$ cat src/rtl/kbknob_regs.svh
// Register map, field positions, reset values and timing counts of the keyboard and knob register set
`ifndef KBKNOB_REGS_SVH
`define KBKNOB_REGS_SVH

`define KK_REG_CASE_LOCK      4'h0
`define KK_REG_PRINT_ECHO     4'h1
`define KK_REG_REPEAT_PERIOD  4'h3
`define KK_REG_REPEAT_DELAY   4'h4
`define KK_REG_INT_MASK       4'h7
`define KK_REG_LANGUAGE       4'h8
`define KK_REG_CONFIG         4'h9
`define KK_REG_KNOB_MODIFIER  4'ha
`define KK_REG_END_MARKER     4'hc
`define KK_REG_KANA_MODE      4'hd

`define KK_MASK_KEYS_BIT      0
`define KK_MASK_RESET_BIT     1
`define KK_MASK_INIT_TO_BIT   4
`define KK_MASK_USED          8'h1f
`define KK_MASK_RESET_VAL     8'h00

`define KK_PERIOD_RESET_VAL   16'h0008
`define KK_DELAY_RESET_VAL    16'h0046
`define KK_PERIOD_OFF_VAL     16'h0100

`define KK_LANG_KANA          3'h5
`define KK_LANG_MAX           3'h5
`define KK_CONFIG_MAX         4'h8

`define KK_CODE_PREFIX        8'hff
`define KK_CHAR_KNOB_CW       8'h5e
`define KK_CHAR_KNOB_CCW      8'h56
`define KK_KNOB_MAX           8'sh7f
`define KK_KNOB_MIN           8'sh81

// One repeat tick every 10 ms at 125 MHz
`define KK_TICK_MS            10
`define KK_CLK_KHZ            125000
`define KK_TICK_CYCLES        (`KK_TICK_MS * `KK_CLK_KHZ)

`endif

$ cat src/rtl/kbknob_pkg.sv
// Types shared by the keyboard and knob register set
package kbknob_pkg;

	typedef struct packed {
		logic       valid;
		logic [7:0] code;
		logic       is_ascii;
		logic       is_reset;
		logic       is_interactive;
		logic       is_softkey;
	} kbknob_key_t;

	typedef struct packed {
		logic valid;
		logic clockwise;
		logic shift;
		logic ctrl;
	} kbknob_pulse_t;

	typedef struct packed {
		logic        valid;
		logic        to_softkey;
		logic [7:0]  code;
	} kbknob_out_t;

	typedef enum logic [1:0] {
		KBKNOB_EMIT_IDLE   = 2'b00,
		KBKNOB_EMIT_CTRL   = 2'b01,
		KBKNOB_EMIT_PREFIX = 2'b10,
		KBKNOB_EMIT_CHAR   = 2'b11
	} kbknob_emit_t;

endpackage

$ cat src/rtl/kbknob_tick.sv
// Free-running 10 ms tick divider for the auto-repeat timing
`timescale 1ns/10ps
`include "kbknob_regs.svh"
module kbknob_tick (
	// Clock and reset
	input  wire logic sys_clk,
	input  wire logic arst_n,
	// Tick out
	output logic      tick
);
	localparam int unsigned TICK_LAST = `KK_TICK_CYCLES - 1;

	logic [20:0] cnt_q;

	always_ff @(posedge sys_clk or negedge arst_n) begin
		if (!arst_n) begin
			cnt_q <= 21'h0;
			tick  <= 1'b0;
		end else begin
			tick <= (cnt_q == TICK_LAST[20:0]);
			if (cnt_q == TICK_LAST[20:0]) begin
				cnt_q <= 21'h0;
			end else begin
				cnt_q <= cnt_q + 21'h1;
			end
		end
	end
endmodule

$ cat src/rtl/kbknob_knob.sv
// Signed net knob pulse counter, saturating at its documented range
`timescale 1ns/10ps
`include "kbknob_regs.svh"
module kbknob_knob (
	// Clock and reset
	input  wire logic             sys_clk,
	input  wire logic             arst_n,
	// Pulse in and read-and-clear
	input  wire logic             pulse,
	input  wire logic             clockwise,
	input  wire logic             read_clear,
	// Count out
	output logic signed [7:0]     count
);
	always_ff @(posedge sys_clk or negedge arst_n) begin
		if (!arst_n) begin
			count <= 8'sh00;
		end else if (read_clear) begin
			// A pulse in the read cycle starts the next interval
			if (pulse) begin
				count <= clockwise ? 8'sh01 : 8'shff;
			end else begin
				count <= 8'sh00;
			end
		end else if (pulse) begin
			if (clockwise && count != `KK_KNOB_MAX) begin
				count <= count + 8'sh01; // [RQ16]
			end else if (!clockwise && count != `KK_KNOB_MIN) begin
				count <= count - 8'sh01; // [RQ16]
			end
		end
	end
endmodule

$ cat src/rtl/kbknob_ctrl.sv
// Keyboard and knob status/control register set with keystroke coding
// Overview of operation
// RQ1: Without knob trap, each knob pulse emits 255 then a direction character.
// RQ2: Control 7 bit 0 blocks all keys but reset, and the knob.
// RQ3: Mask bits disable sources: 0 keys/knob, 1 reset, 4 init timeout.
// RQ4: Register 0 reads case lock; non-zero write sets it.
// RQ5: Register 1 reads print echo; non-zero write sets it.
// RQ6: Control 3 sets repeat period 10 ms times value; 256 disables; reset 8.
// RQ7: Control 4 sets repeat delay 10 ms times value; reset 70.
// RQ8: Status 8 returns language jumper code 0 to 5.
// RQ9: Status 9 returns configuration jumper 0 to 8; control 9 ignored.
// RQ10: Status 10 holds shift and control latched at last knob pulse.
// RQ11: Control 12 non-zero enables control-E end marker; status 12 reports it.
// RQ12: Control 13 non-zero selects kana mode; status 13 reports it. The code selects kana only when the language jumper reads 5.
// RQ13: Suspension ignores interactive keys, optionally reset; resume restores them.
// RQ14: All-keys trapping sends softkeys to keystroke trap, labels unchanged.
// RQ15: Non-ASCII key emits 255 then character; control adds leading 255.
// RQ16: Knob counter holds signed net rotation, +127 to -127, 120 per turn.
// RQ17: Status 7 reads back the interrupt disable mask, upper bits zero.
`timescale 1ns/10ps
`include "kbknob_regs.svh"
module kbknob_ctrl (
	// Clock and reset
	input  wire logic                  sys_clk,
	input  wire logic                  arst_n,
	// Host register port
	input  wire logic [3:0]            reg_addr,
	input  wire logic                  reg_wr,
	input  wire logic                  reg_rd,
	input  wire logic [15:0]           reg_wdata,
	output logic      [15:0]           reg_rdata,
	output logic                       reg_rvalid,
	// Knob count read
	input  wire logic                  knob_read,
	output logic      [7:0]            knob_pulse_count,
	// Operator side
	input  wire kbknob_pkg::kbknob_key_t   key_in,
	input  wire logic                  key_held,
	input  wire kbknob_pkg::kbknob_pulse_t knob_in,
	input  wire logic                  init_timeout,
	input  wire logic [2:0]            language_jumper,
	input  wire logic [3:0]            config_jumper,
	// Trap and mode control from the host
	input  wire logic                  knob_trap_active,
	input  wire logic                  kbd_trap_active,
	input  wire logic                  kbd_trap_all,
	input  wire logic                  suspend_interactive,
	input  wire logic                  suspend_reset,
	// Events to the host
	output kbknob_pkg::kbknob_out_t    key_out,
	output logic                       knob_event,
	output logic                       reset_event,
	output logic                       init_timeout_event,
	// Mode flags
	output logic                       letter_case_lock,
	output logic                       print_echo,
	output logic                       end_of_transfer_marker,
	output logic                       kana_mode
);
	logic [7:0]                  mask_q;
	logic [15:0]                 period_q;
	logic [15:0]                 delay_q;
	logic                        case_q;
	logic                        echo_q;
	logic                        eot_q;
	logic                        kana_q;
	logic [1:0]                  knob_mod_q;
	kbknob_pkg::kbknob_emit_t    emit_q;
	logic [7:0]                  emit_char_q;
	logic                        emit_soft_q;
	logic [15:0]                 rep_cnt_q;
	logic                        rep_started_q;
	kbknob_pkg::kbknob_key_t     last_key_q;
	logic                        tick_10ms;
	logic signed [7:0]           knob_count;

	function automatic logic nonzero(input logic [15:0] v);
		nonzero = |v;
	endfunction

	function automatic logic wr_hit(input logic [3:0] a, input logic [3:0] r, input logic w);
		wr_hit = w && (a == r);
	endfunction

	wire keys_blocked  = mask_q[`KK_MASK_KEYS_BIT];
	wire reset_blocked = mask_q[`KK_MASK_RESET_BIT];
	wire knob_ok       = knob_in.valid && !keys_blocked; // [RQ2]
	wire key_ok        = key_in.valid && !key_in.is_reset && !keys_blocked
		&& !(suspend_interactive && key_in.is_interactive); // [RQ2] [RQ13]
	wire reset_ok      = key_in.valid && key_in.is_reset && !reset_blocked
		&& !(suspend_interactive && suspend_reset); // [RQ3] [RQ13]
	wire emit_free     = (emit_q == kbknob_pkg::KBKNOB_EMIT_IDLE);
	wire repeat_on     = (period_q != `KK_PERIOD_OFF_VAL) && (period_q != 16'h0);
	// Softkeys go to the trap only with all-keys trapping
	wire soft_now      = (key_ok ? key_in.is_softkey : last_key_q.is_softkey)
		&& !(kbd_trap_active && kbd_trap_all); // [RQ14]

	kbknob_tick i_kbknob_tick (
		.sys_clk (sys_clk),
		.arst_n  (arst_n),
		.tick    (tick_10ms)
	);

	kbknob_knob i_kbknob_knob (
		.sys_clk    (sys_clk),
		.arst_n     (arst_n),
		.pulse      (knob_ok),
		.clockwise  (knob_in.clockwise),
		.read_clear (knob_read),
		.count      (knob_count)
	);

	// Mode flags: a non-zero write sets, zero clears; kana sets only with the kana language jumper
	always_ff @(posedge sys_clk or negedge arst_n) begin
		if (!arst_n) begin
			case_q <= 1'b0;
			echo_q <= 1'b0;
			eot_q  <= 1'b0;
			kana_q <= 1'b0;
		end else begin
			if (wr_hit(reg_addr, `KK_REG_CASE_LOCK, reg_wr)) begin
				case_q <= nonzero(reg_wdata); // [RQ4]
			end
			if (wr_hit(reg_addr, `KK_REG_PRINT_ECHO, reg_wr)) begin
				echo_q <= nonzero(reg_wdata); // [RQ5]
			end
			if (wr_hit(reg_addr, `KK_REG_END_MARKER, reg_wr)) begin
				eot_q <= nonzero(reg_wdata); // [RQ11]
			end
			// Kana only takes effect with a kana keyboard fitted
			if (wr_hit(reg_addr, `KK_REG_KANA_MODE, reg_wr)) begin
				kana_q <= nonzero(reg_wdata) && (language_jumper == `KK_LANG_KANA); // [RQ12]
			end
		end
	end

	// Mask and repeat timing
	always_ff @(posedge sys_clk or negedge arst_n) begin
		if (!arst_n) begin
			mask_q   <= `KK_MASK_RESET_VAL;
			period_q <= `KK_PERIOD_RESET_VAL;
			delay_q  <= `KK_DELAY_RESET_VAL;
		end else begin
			if (wr_hit(reg_addr, `KK_REG_INT_MASK, reg_wr)) begin
				mask_q <= reg_wdata[7:0] & `KK_MASK_USED; // [RQ2] [RQ3]
			end
			if (wr_hit(reg_addr, `KK_REG_REPEAT_PERIOD, reg_wr)) begin
				period_q <= reg_wdata; // [RQ6]
			end
			if (wr_hit(reg_addr, `KK_REG_REPEAT_DELAY, reg_wr)) begin
				delay_q <= reg_wdata; // [RQ7]
			end
		end
	end

	// Modifier state latched at each accepted knob pulse
	always_ff @(posedge sys_clk or negedge arst_n) begin
		if (!arst_n) begin
			knob_mod_q <= 2'b00;
		end else if (knob_ok) begin
			knob_mod_q <= {knob_in.ctrl, knob_in.shift}; // [RQ10]
		end
	end

	// Auto-repeat: delay ticks first, then period ticks while the key is held
	always_ff @(posedge sys_clk or negedge arst_n) begin
		if (!arst_n) begin
			last_key_q    <= '0;
			rep_cnt_q     <= 16'h0;
			rep_started_q <= 1'b0;
		end else if (key_ok && emit_free) begin
			last_key_q    <= key_in;
			rep_cnt_q     <= 16'h0;
			rep_started_q <= 1'b0;
		end else if (!key_held || keys_blocked) begin
			last_key_q.valid <= 1'b0;
		end else if (tick_10ms && last_key_q.valid && emit_free) begin
			if (!rep_started_q && rep_cnt_q + 16'h1 >= delay_q) begin
				rep_started_q <= 1'b1; // [RQ7]
				rep_cnt_q     <= 16'h0;
			end else if (rep_started_q && rep_cnt_q + 16'h1 >= period_q) begin
				rep_cnt_q <= 16'h0; // [RQ6]
			end else begin
				rep_cnt_q <= rep_cnt_q + 16'h1;
			end
		end
	end

	wire rep_fire = tick_10ms && last_key_q.valid && key_held && !keys_blocked && emit_free
		&& repeat_on && rep_started_q && (rep_cnt_q + 16'h1 >= period_q); // [RQ6]

	// Keystroke coding sequencer
	always_ff @(posedge sys_clk or negedge arst_n) begin
		if (!arst_n) begin
			emit_q      <= kbknob_pkg::KBKNOB_EMIT_IDLE;
			emit_char_q <= 8'h0;
			emit_soft_q <= 1'b0;
			key_out     <= '0;
		end else begin
			key_out.valid <= 1'b0;
			case (emit_q)
				kbknob_pkg::KBKNOB_EMIT_IDLE: begin
					if (knob_ok && !knob_trap_active) begin
						emit_char_q <= knob_in.clockwise ? `KK_CHAR_KNOB_CW : `KK_CHAR_KNOB_CCW; // [RQ1]
						emit_soft_q <= 1'b0;
						key_out     <= '{valid: 1'b1, to_softkey: 1'b0, code: `KK_CODE_PREFIX};
						emit_q      <= kbknob_pkg::KBKNOB_EMIT_CHAR; // [RQ1]
					end else if (key_ok || rep_fire) begin
						if (key_ok ? key_in.is_ascii : last_key_q.is_ascii) begin
							key_out <= '{valid: 1'b1, to_softkey: 1'b0,
								code: key_ok ? key_in.code : last_key_q.code};
						end else begin
							emit_char_q <= key_ok ? key_in.code : last_key_q.code;
							emit_soft_q <= soft_now; // [RQ14]
							// The whole code sequence follows one route
							key_out <= '{valid: 1'b1, to_softkey: soft_now, code: `KK_CODE_PREFIX};
							emit_q  <= knob_in.ctrl ? kbknob_pkg::KBKNOB_EMIT_CTRL
								: kbknob_pkg::KBKNOB_EMIT_CHAR; // [RQ15]
						end
					end
				end
				kbknob_pkg::KBKNOB_EMIT_CTRL: begin
					key_out <= '{valid: 1'b1, to_softkey: emit_soft_q, code: `KK_CODE_PREFIX}; // [RQ15]
					emit_q  <= kbknob_pkg::KBKNOB_EMIT_CHAR;
				end
				kbknob_pkg::KBKNOB_EMIT_CHAR: begin
					key_out <= '{valid: 1'b1, to_softkey: emit_soft_q, code: emit_char_q}; // [RQ15]
					emit_q  <= kbknob_pkg::KBKNOB_EMIT_IDLE;
				end
				default: begin
					emit_q <= kbknob_pkg::KBKNOB_EMIT_IDLE;
				end
			endcase
		end
	end

	// Events to the host, each gated by its mask bit
	always_ff @(posedge sys_clk or negedge arst_n) begin
		if (!arst_n) begin
			knob_event         <= 1'b0;
			reset_event        <= 1'b0;
			init_timeout_event <= 1'b0;
		end else begin
			knob_event         <= knob_ok && knob_trap_active; // [RQ2]
			reset_event        <= reset_ok; // [RQ3]
			init_timeout_event <= init_timeout && !mask_q[`KK_MASK_INIT_TO_BIT]; // [RQ3]
		end
	end

	// Register read port
	always_ff @(posedge sys_clk or negedge arst_n) begin
		if (!arst_n) begin
			reg_rdata  <= 16'h0;
			reg_rvalid <= 1'b0;
		end else begin
			reg_rvalid <= reg_rd;
			if (reg_rd) begin
				case (reg_addr)
					`KK_REG_CASE_LOCK:     reg_rdata <= {15'h0, case_q}; // [RQ4]
					`KK_REG_PRINT_ECHO:    reg_rdata <= {15'h0, echo_q}; // [RQ5]
					`KK_REG_INT_MASK:      reg_rdata <= {8'h0, mask_q & `KK_MASK_USED}; // [RQ17]
					`KK_REG_LANGUAGE:      reg_rdata <= (language_jumper > `KK_LANG_MAX) ? 16'h0
						: {13'h0, language_jumper}; // [RQ8]
					`KK_REG_CONFIG:        reg_rdata <= (config_jumper > `KK_CONFIG_MAX) ? 16'h0
						: {12'h0, config_jumper}; // [RQ9]
					`KK_REG_KNOB_MODIFIER: reg_rdata <= {14'h0, knob_mod_q}; // [RQ10]
					`KK_REG_END_MARKER:    reg_rdata <= {15'h0, eot_q}; // [RQ11]
					`KK_REG_KANA_MODE:     reg_rdata <= {15'h0, kana_q}; // [RQ12]
					default:               reg_rdata <= 16'h0;
				endcase
			end
		end
	end

	// Knob count and mode flag outputs
	always_ff @(posedge sys_clk or negedge arst_n) begin
		if (!arst_n) begin
			knob_pulse_count       <= 8'h0;
			letter_case_lock       <= 1'b0;
			print_echo             <= 1'b0;
			end_of_transfer_marker <= 1'b0;
			kana_mode              <= 1'b0;
		end else begin
			knob_pulse_count       <= knob_count; // [RQ16]
			letter_case_lock       <= case_q;
			print_echo             <= echo_q;
			end_of_transfer_marker <= eot_q;
			kana_mode              <= kana_q;
		end
	end
endmodule

$ cat config.mk
export PLATFORM = sky130hd
export DESIGN_NAME = kbknob_ctrl
export DESIGN_NICKNAME = d
export VERILOG_FILES = /design/src/rtl/kbknob_pkg.sv /design/src/rtl/kbknob_tick.sv /design/src/rtl/kbknob_knob.sv /design/src/rtl/kbknob_ctrl.sv
export VERILOG_INCLUDE_DIRS = /design/src /design/src/rtl
export SDC_FILE = /design/constraint.sdc
export NUM_CORES = 1
export LEC_CHECK = 0
export BUFFER_PORTS_ARGS = -buffer_cell sky130_fd_sc_hd__clkbuf_2
export CAP_MARGIN = 20
export CORE_MARGIN = 2
export CORE_UTILIZATION = 35
export CTS_BUF_LIST = sky130_fd_sc_hd__clkbuf_8
export DETAILED_ROUTE_END_ITERATION = 12
export HOLD_SLACK_MARGIN = 0.02
export PLACE_DENSITY_LB_ADDON = 0.08
export SKIP_CTS_REPAIR_TIMING = 1
export SYNTH_ARGS = -nofsm -noshare
export SYNTH_HDL_FRONTEND = slang
export SYNTH_SLANG_ARGS = --single-unit
$ cat constraint.sdc
create_clock -name sys_clk -period 3.65 [get_ports sys_clk]
set_clock_uncertainty 0.2 [all_clocks]
set_input_delay 0.1825 -clock sys_clk [delete_from_list [all_inputs] [get_ports sys_clk]]
set_output_delay 0.1825 -clock sys_clk [all_outputs]
set_load 0.05 [all_outputs]
# [Word level (Yosys, flattened, before mapping)]
# Index checks and enable logic that the tools add are counted.
[word_totals] ff_bits=154 wordCells=167
[op_classes] muxes=40 reduce_logical=66 order_cmp=4 addsub=4 n_eq_ne=20
[ops] op="$mux 16" count=5
[ops] op="$mux 8" count=10
[ops] op="$pmux 5 s8" count=1
[ops] op="$logic_and 1x1->1" count=36
[ops] op="$ge 16x16->1" count=2
[ops] op="$pmux 10 s3" count=1
[ops] op="$add 21x1->21 const B" count=1
[ops] op="$eq 21x21->1 const B" count=1
[ops] op="$mux 21" count=1
[ops] op="$eq 4x4->1 const B" count=5
[ops] op="$mux 10" count=2
[ops] op="$add 16x1->16 const B" count=1
[ops] op="$ne 16x9->1 const B" count=1
[ops] op="$ne 8x8->1 const B" count=2
[ops] op="$reduce_bool 16->1" count=1
[ops] op="$reduce_or 16->1" count=1
[ops] op="$logic_not 1->1" count=11
[ops] op="$mux 1" count=11
[ops] op="$reduce_bool 2->1" count=5
[ops] op="$mux 9" count=1
[ops] op="$add 8x2->8 const B" count=1
[ops] op="$eq 4x3->1 const B" count=2
[ops] op="$mux 2" count=4
[ops] op="$mux 4" count=2
[ops] op="19 further kinds" count=26

# [Longest topological paths before layout]
# Gate-level depths: netlist (run 1).
[depth] ltp_word=11 depth_mapped=13

# [By module]
# A second synthesis (run 1) with hierarchy kept.
[unflattened] hier_cells=755 area_unflattened_um2=7761.2
[modules_own_cells] mod="kbknob_ctrl" seq_area_each_um2=2832.7 cells_each=578 area_per_inst_um2=5978.2 instances=1
[modules_own_cells] mod="kbknob_tick" seq_area_each_um2=550.5 cells_each=100 area_per_inst_um2=1089.8 instances=1
[modules_own_cells] mod="kbknob_knob" seq_area_each_um2=200.2 cells_each=77 area_per_inst_um2=693.2 instances=1

# [Worst setup path before layout (run 1)]
# Ideal clock, no wire load.
[synth_timing] kind="reg2reg" from="reg rep_cnt_q[0]" to="reg key_out[0] (netlist bit)" arrival_time_ps=3054 path_slack_ps=270 setup_time_ps=126 required_ps=3324 path_buffers=1 stages_incl_launch_ff=14 path_cell_list="dfrtp_1 ha_1 and4_1 nand3_1 nor2_1 xor2_1 ha_1 a21oi_1 nand2_1 a211o_1 a211o_1 and3_1 buf_6 a221o_1"
[synth_between] elab_chain_len=6
[synth_lines] item="start, declared" line_no="kbknob_ctrl.sv:71" text="logic [15:0] rep_cnt_q;"
[synth_lines] item="start signal, assigned" line_no="kbknob_ctrl.sv:184" text="rep_cnt_q <= rep_cnt_q + 16'h1;"
[synth_lines] item="$add 16x1->16" line_no="kbknob_ctrl.sv:190" text="&& repeat_on && rep_started_q && (rep_cnt_q + 16'h1 >= period_q);"
[synth_lines] item="$ge 16x16->1" line_no="kbknob_ctrl.sv:190"
[synth_lines] item="$logic_and 1x1->1" line_no="kbknob_ctrl.sv:190"
[synth_lines] item="$logic_or 1x1->1" line_no="kbknob_ctrl.sv:208" text="end else if (key_ok || rep_fire) begin"
[synth_lines] item="$ne 3x1->1 (no line)"
[synth_lines] item="$reduce_and 2->1 (no line)"
[synth_lines] item="end signal, assigned" line_no="kbknob_ctrl.sv:206" text="key_out <= '{valid: 1'b1, to_softkey: 1'b0, code: `KK_CODE_PREFIX};"
[synth_lines] item="end signal, assigned" line_no="kbknob_ctrl.sv:210" text="key_out <= '{valid: 1'b1, to_softkey: 1'b0,"
[synth_lines] item="end signal, assigned" line_no="kbknob_ctrl.sv:216" text="key_out <= '{valid: 1'b1, to_softkey: soft_now, code: `KK_CODE_PREFIX};"
[synth_lines] item="end, declared" line_no="kbknob_ctrl.sv:50" text="output kbknob_pkg::kbknob_out_t key_out,"
# No other way between the ends.
# A chain may end at the register's enable or synchronous reset.

# [Final worst setup path (run 1)]
[layout_timing] from="reg rep_cnt_q[5]" to="reg key_out[2] (netlist bit)"
# The elaborated chain is that of the path after synthesis.

==> results of run 1 <==
synthesized netlist by cell type, types with 4 or more instances:
cell type,number
inv_1,49
a21o_1,6
and3_1,12
nor2_1,40
nand2b_1,8
o22ai_1,7
o211ai_1,6
a32o_1,12
clkbuf_1,17
o21a_1,7
mux2i_1,7
nand4b_1,4
and4_1,4
buf_4,13
xor2_1,19
nor3_1,9
nand3_1,32
or2_2,4
dfstp_2,4
a221o_1,7
xnor2_1,17
buf_2,5
and2_1,4
a211oi_1,5
nand4_1,10
a21oi_1,16
nand2_1,70
a211o_1,9
nor4_1,9
nor2b_1,13
dfrtp_1,139
o22a_1,8
o21ai_0,20
ha_1,40
a21boi_0,4
mux2_2,46
o32a_1,4
power by group through the flow:
stage / registers [mW] / clock network [mW] / logic (mW)
floorplan: 2.46 / 0 / 0.856
global placement: 2.22 / 0 / 1.52
detailed placement: 2.23 / 0 / 1.54
CTS: 2.20 / 1.48 / 1.55
global route: 2.25 / 1.56 / 1.75
finish: 2.20 / 1.42 / 1.59
how the worst min path moves through the flow:
stage	cells after the start	end	slack [ns]
after floorplan	0	case_q$_DFFE_PN0P_	-0.31
final	3	reg_rdata[1]$_DFFE_PN0P_	0.007
after global routing	3	reg_rdata[1]$_DFFE_PN0P_	0.01
after detailed placement	1	i_kbknob_tick.cnt_q[13]$_DFF_PN0_	0.12
after CTS	1	i_kbknob_knob.count[2]$_DFFE_PN0P_	-0.38
after global placement	1	reset_event$_DFF_PN0_	0.1
through the flow:
stage / worst slack, ns / cell area, um^2 / instances / hold WS [ns]
2_1_floorplan: 0.270 / 7680 / 742 / -0.313
3_3_place_gp: 0.161 / 8390 / 1087 / 0.0953
3_5_place_dp: 0.0219 / 8390 / 1087 / 0.122
4_1_cts: 0.0159 / 8830 / 1119 / -0.379
5_1_grt: -0.00427 / 9370 / 1166 / 0.0137
6_report: 0.176 / 9370 / 1166 / 0.00693
layout make-up:
class,count,share of cell area
clock buffer,17,0.0250
multi-input combinational,514,0.403
clock inverter,15,0.0223
sequential,143,0.383
tap,280,0.0374
timing repair buffer,148,0.110
inverter,49,0.0196
cell families after synthesis:
kind of cell    after synthesis  share of synthesized area
flops                       143                      0.469
fa+ha+maj                    41                     0.0681
other cells                   1                   0.000491
simple gates                241                      0.165
mux                          53                     0.0770
xor+xnor                     36                     0.0413
buf+inv                      85                     0.0500
compound gates              132                      0.129
sequential cells by signal, indices dropped and copies added, names as in the netlist, 10 cells and up:
register / flops
i_kbknob_tick.cnt_q: 21
delay_q: 16
period_q: 16
rep_cnt_q: 16
last_key_q: 11
key_out: 10
metal layers:
metal | vias up | global-route usage | part of all wire
li1 | 2887 | - | -
met1 | 2916 | 0.222 | 0.46
met2 | 78 | 0.294 | 0.50
met3 | 20 | 0.0383 | 0.028
met4 | 0 | 0.0477 | 0.016
met5 | - | 0 | 0
critical path, stage by stage, from the launching register on:
cell	delay, ns
dfrtp_1	0.42
and4_4	0.26
nand4_1	0.16
and2_1	0.21
or2_2	0.32
ha_1	0.31
a21oi_2	0.18
nor2b_2	0.16
o211ai_1	0.19
a211o_4	0.43
and3_4	0.21
a221o_1	0.32
==> flow_summary.json, run 1 <==
{
  "synthCells": 732,
  "wl_per_cell_um": 16.6,
  "pwr-share-comb": 0.305,
  "cts_buffers": 17,
  "core_mm2": 0.0216,
  "net-switching-power_mw": 1.91,
  "netlist.area_leader.share": 0.455,
  "critPathKind": "flop to flop",
  "die_w_um": 152,
  "cp_data_required_time_ns": 3.78,
  "cts_sinks": 143,
  "dp_hpwl_um": 14100,
  "hp-start": "reg_addr[1]",
  "dieHeight_um": 152,
  "r2r-end": "key_out[2]$_DFFE_PN0P_",
  "power_density_mw_per_mm2": 556,
  "hp-class": "input port to flop",
  "cts_tree": "built",
  "p_leak_nw": 4.40,
  "crit_path_start_kind": "flop",
  "outcome": "completed",
  "antenna_found_initial": 0,
  "clk_pin_slew_ns": 0.08,
  "grt_usage": 0.173,
  "cp-end-kind": "flop",
  "setup_tns_ns": 0,
  "die_area_mm2": 0.0230,
  "n_antenna_cell": 0,
  "nets": 970,
  "synth.avg_cell_area_um2": 10.4,
  "layout-drive-gt1-share": 0.236,
  "async_flop_share": 1.00,
  "worstPathMaxFanout": 8,
  "final_util": 0.433,
  "fill_cells": 2115,
  "slew_headroom": 0.355,
  "synth-edff-count": 0,
  "ant_nets": 0,
  "routed_wl_um": 19300,
  "via_per_inst": 5.06,
  "vdd_drop_max_v": 0.000326,
  "switching_share": 0.367,
  "insertion_delay_ns": 0.44,
  "htree_levels": 4,
  "multi_input_area_mm2": 0.00378,
  "areaGrowthSynthToFinish_pct": 22.6,
  "dr.pass1.iters": 5,
  "reg2reg_from": "rep_cnt_q[5]$_DFFE_PN0P_",
  "yosys_warnings": 0,
  "core.rowCount": 54,
  "synth_top_cell_by_area": "dfrtp_1",
  "synth_seq_area_share": 0.469,
  "most-common-layout-cells": "dfrtp_1, clkbuf_2, nand2_1",
  "grt_pass1_wl_um": 30600,
  "crit_end": "key_out[2]$_DFFE_PN0P_",
  "synth_seq_cells": 143,
  "io_pins": 98,
  "mappedNetlistArea_mm2": 0.00764,
  "pwr-share-seq": 0.422,
  "synth_cell_types": 67,
  "hold_viol_final": 0,
  "setup-violations-final": 0,
  "first_iter_violations": 221,
  "slew_viol_final": 0,
  "clockBufferDepth": 2,
  "finalPower_mw": 5.20,
  "portBuffers": 86,
  "fmax_ghz": 0.288,
  "seq_area_mm2": 0.00358,
  "arrival_ns": 3.60,
  "overflow": 0,
  "period_needed_ns": 3.47,
  "num_vias": 5901,
  "layout_commonest_cell": "dfrtp_1",
  "synth.area.top_cells": "dfrtp_1, mux2_2, ha_1",
  "start_util": 0.353,
  "drc_errors": 0,
  "synth_ff_type": "dfrtp_1",
  "grt_max_degree": 86,
  "reg2reg_depth": 11,
  "p_clk_frac": 0.273,
  "cts_root_buf": "clkbuf_8",
  "tightest_slew_ns": 0.965,
  "r2r_slack_ns": 0.18,
  "grt_pass1_vias": 5900,
  "timing.final.crit_share": 0.952,
  "drv_cap": 0,
  "place_congestion": 0.811,
  "crit_path_start": "rep_cnt_q[5]$_DFFE_PN0P_",
  "p_int_mw": 3.29
}
Note: power is estimated with default switching activity, not from simulation.
==> inputs of run 2 (changes only) <==
clock period = 4 ns   (was 3.65 ns; I/O delays follow)
==> run 2 against run 1 <==
Wire length up 2.8%. Die area stayed put. Sequential power is 9% lower. Clock-buffer cell count unchanged. Hold slack improved by 0.018 ns. Cell count is 0.77% lower. Sequential share of layout area up 0.85 points. Worst setup slack improved by 0.079 ns. Global-route usage up 0.40 points. Critical endpoint is now emit_char_q[7]$_DFFE_PN0P_.
==> flow_summary.json, run 2 (synthesized netlist as in run 1, its figures left out) <==
{
  "antenna_found_initial": 0,
  "arrival_ns": 3.84,
  "timing.final.crit_share": 0.936,
  "most-common-layout-cells": "dfrtp_1, clkbuf_2, nand2_1",
  "rsz0062_at_grt": "no",
  "htree_levels": 4,
  "reg2reg_from": "rep_cnt_q[0]$_DFFE_PN0P_",
  "dr.pass1.iters": 5,
  "cts_buffers": 17,
  "hp-class": "input port to flop",
  "start_util": 0.353,
  "reg2reg_depth": 12,
  "portBuffers": 86,
  "fill_cells": 2096,
  "largest_register_ffs": 21,
  "fin_area_mm2": 0.00916,
  "holdPathStages": 3,
  "layout-drive-gt1-share": 0.217,
  "dp.cells": 1082,
  "core.rowCount": 54,
  "critPathKind": "flop to flop",
  "layout_commonest_cell": "dfrtp_1",
  "final_cells": 1157,
  "outcome": "completed",
  "worstPathMaxFanout": 11,
  "cp-end-kind": "flop",
  "nets": 961,
  "tightest_slew_ns": 0.995,
  "core_mm2": 0.0216,
  "num_vias": 5993,
  "r2r_slack_ns": 0.25,
  "cp_data_required_time_ns": 4.10,
  "cts_sinks": 143,
  "drc_errors": 0,
  "clockBufferDepth": 2,
  "p_leak_nw": 4.32,
  "grt_pass1_vias": 5922,
  "insertion_delay_ns": 0.45,
  "wl_per_cell_um": 17.2,
  "overflow": 0,
  "setup-violations-final": 0,
  "grt_max_degree": 97,
  "hold_viol_final": 0,
  "crit_path_start_kind": "flop",
  "cts_root_buf": "clkbuf_8",
  "first_iter_violations": 329,
  "areaGrowthSynthToFinish_pct": 19.9,
  "grt_usage": 0.177,
  "r2r-end": "emit_char_q[7]$_DFFE_PN0P_",
  "cts_tree": "built",
  "grt_pass1_wl_um": 31400,
  "setup_tns_ns": 0,
  "io_pins": 98,
  "slew_viol_final": 0,
  "n_antenna_cell": 0,
  "hp-start": "reg_addr[0]",
  "regMostFlops": "i_kbknob_tick.cnt_q",
  "ant_nets": 0,
  "min_to": "reg_rdata[3]$_DFFE_PN0P_",
  "dp_hpwl_um": 14500,
  "slew_headroom": 0.335,
  "dieHeight_um": 152,
  "period_needed_ns": 3.75,
  "drv_cap": 0,
  "power_density_mw_per_mm2": 501,
  "vdd_drop_max_v": 0.000233,
  "die_area_mm2": 0.0230,
  "fmax_ghz": 0.267,
  "place_congestion": 0.796,
  "dpl_cell_area_mm2": 0.00834,
  "clk_pin_slew_ns": 0.09,
  "via_per_inst": 5.18,
  "die_w_um": 152,
  "routed_wl_um": 19900
}
==> run 2: cell count changes in the layout (fill, tap and decap cells not counted), sizes merged <==
cell,delta
dlygate4sd3,-3
clkinv,-1
buf,-6
clkinvlp,+2
inv,+2
bufinv,-3
==> run 2: how the worst max path moves through the flow <==
stage	from	to	slack, ns	cells past startpoint
4_1_cts	rep_cnt_q[0]$_DFFE_PN0P_	emit_char_q[7]$_DFFE_PN0P_	0.24	11
2_1_floorplan	rep_cnt_q[0]$_DFFE_PN0P_	key_out[0]$_DFFE_PN0P_	0.62	13
5_1_grt	rep_cnt_q[0]$_DFFE_PN0P_	rep_cnt_q[12]$_DFFE_PN0P_	0.03	12
3_3_place_gp	rep_cnt_q[0]$_DFFE_PN0P_	key_out[5]$_DFFE_PN0P_	0.35	12
6_report	rep_cnt_q[0]$_DFFE_PN0P_	emit_char_q[7]$_DFFE_PN0P_	0.25	12
3_5_place_dp	rep_cnt_q[0]$_DFFE_PN0P_	emit_char_q[7]$_DFFE_PN0P_	0.23	11
==> run 2: power by group <==
group	internal, mW	switching (mW)
logic	0.542	0.903
registers	1.76	0.246
clock network	0.510	0.623
total	2.81	1.77
==> run 2: layout make-up <==
type,instances,area (um^2),area share
clock buffer,17,234,0.0255
clock inverter,15,150,0.0164
inverter,49,184,0.0201
multi-input combinational,514,3720,0.406
sequential,143,3580,0.391
tap,280,350,0.0382
timing repair buffer,139,940,0.103
==> run 2: critical path, stage by stage, from the launching register on <==
cell	delay [ns]
dfrtp_1	0.46
ha_1	0.24
and4_1	0.26
nand3_1	0.18
nor2_1	0.18
xor2_1	0.26
ha_1	0.31
a21oi_1	0.15
nand2_1	0.07
a211o_1	0.34
a21oi_1	0.34
o22a_1	0.46
o32ai_1	0.16
==> run 2: stage by stage <==
stage | setup WS, ns | hold slack [ns] | utilization | total power, mW
6_report | 0.255 | 0.0248 | 0.424 | 4.59
2_1_floorplan | 0.620 | -0.296 | - | 3.02
3_3_place_gp | 0.347 | 0.166 | 0.386 | 3.41
5_1_grt | 0.0305 | 0.0234 | 0.424 | 4.89
3_5_place_dp | 0.234 | 0.180 | 0.386 | 3.45
4_1_cts | 0.237 | -0.323 | 0.404 | 4.61
==> run 2: layer usage <==
| layer | part of all wire | track usage |
|---|---|---|
| met5 | 0 | 0 |
| met4 | 0.016 | 0.0495 |
| met3 | 0.031 | 0.0368 |
| met2 | 0.51 | 0.302 |
| met1 | 0.45 | 0.227 |
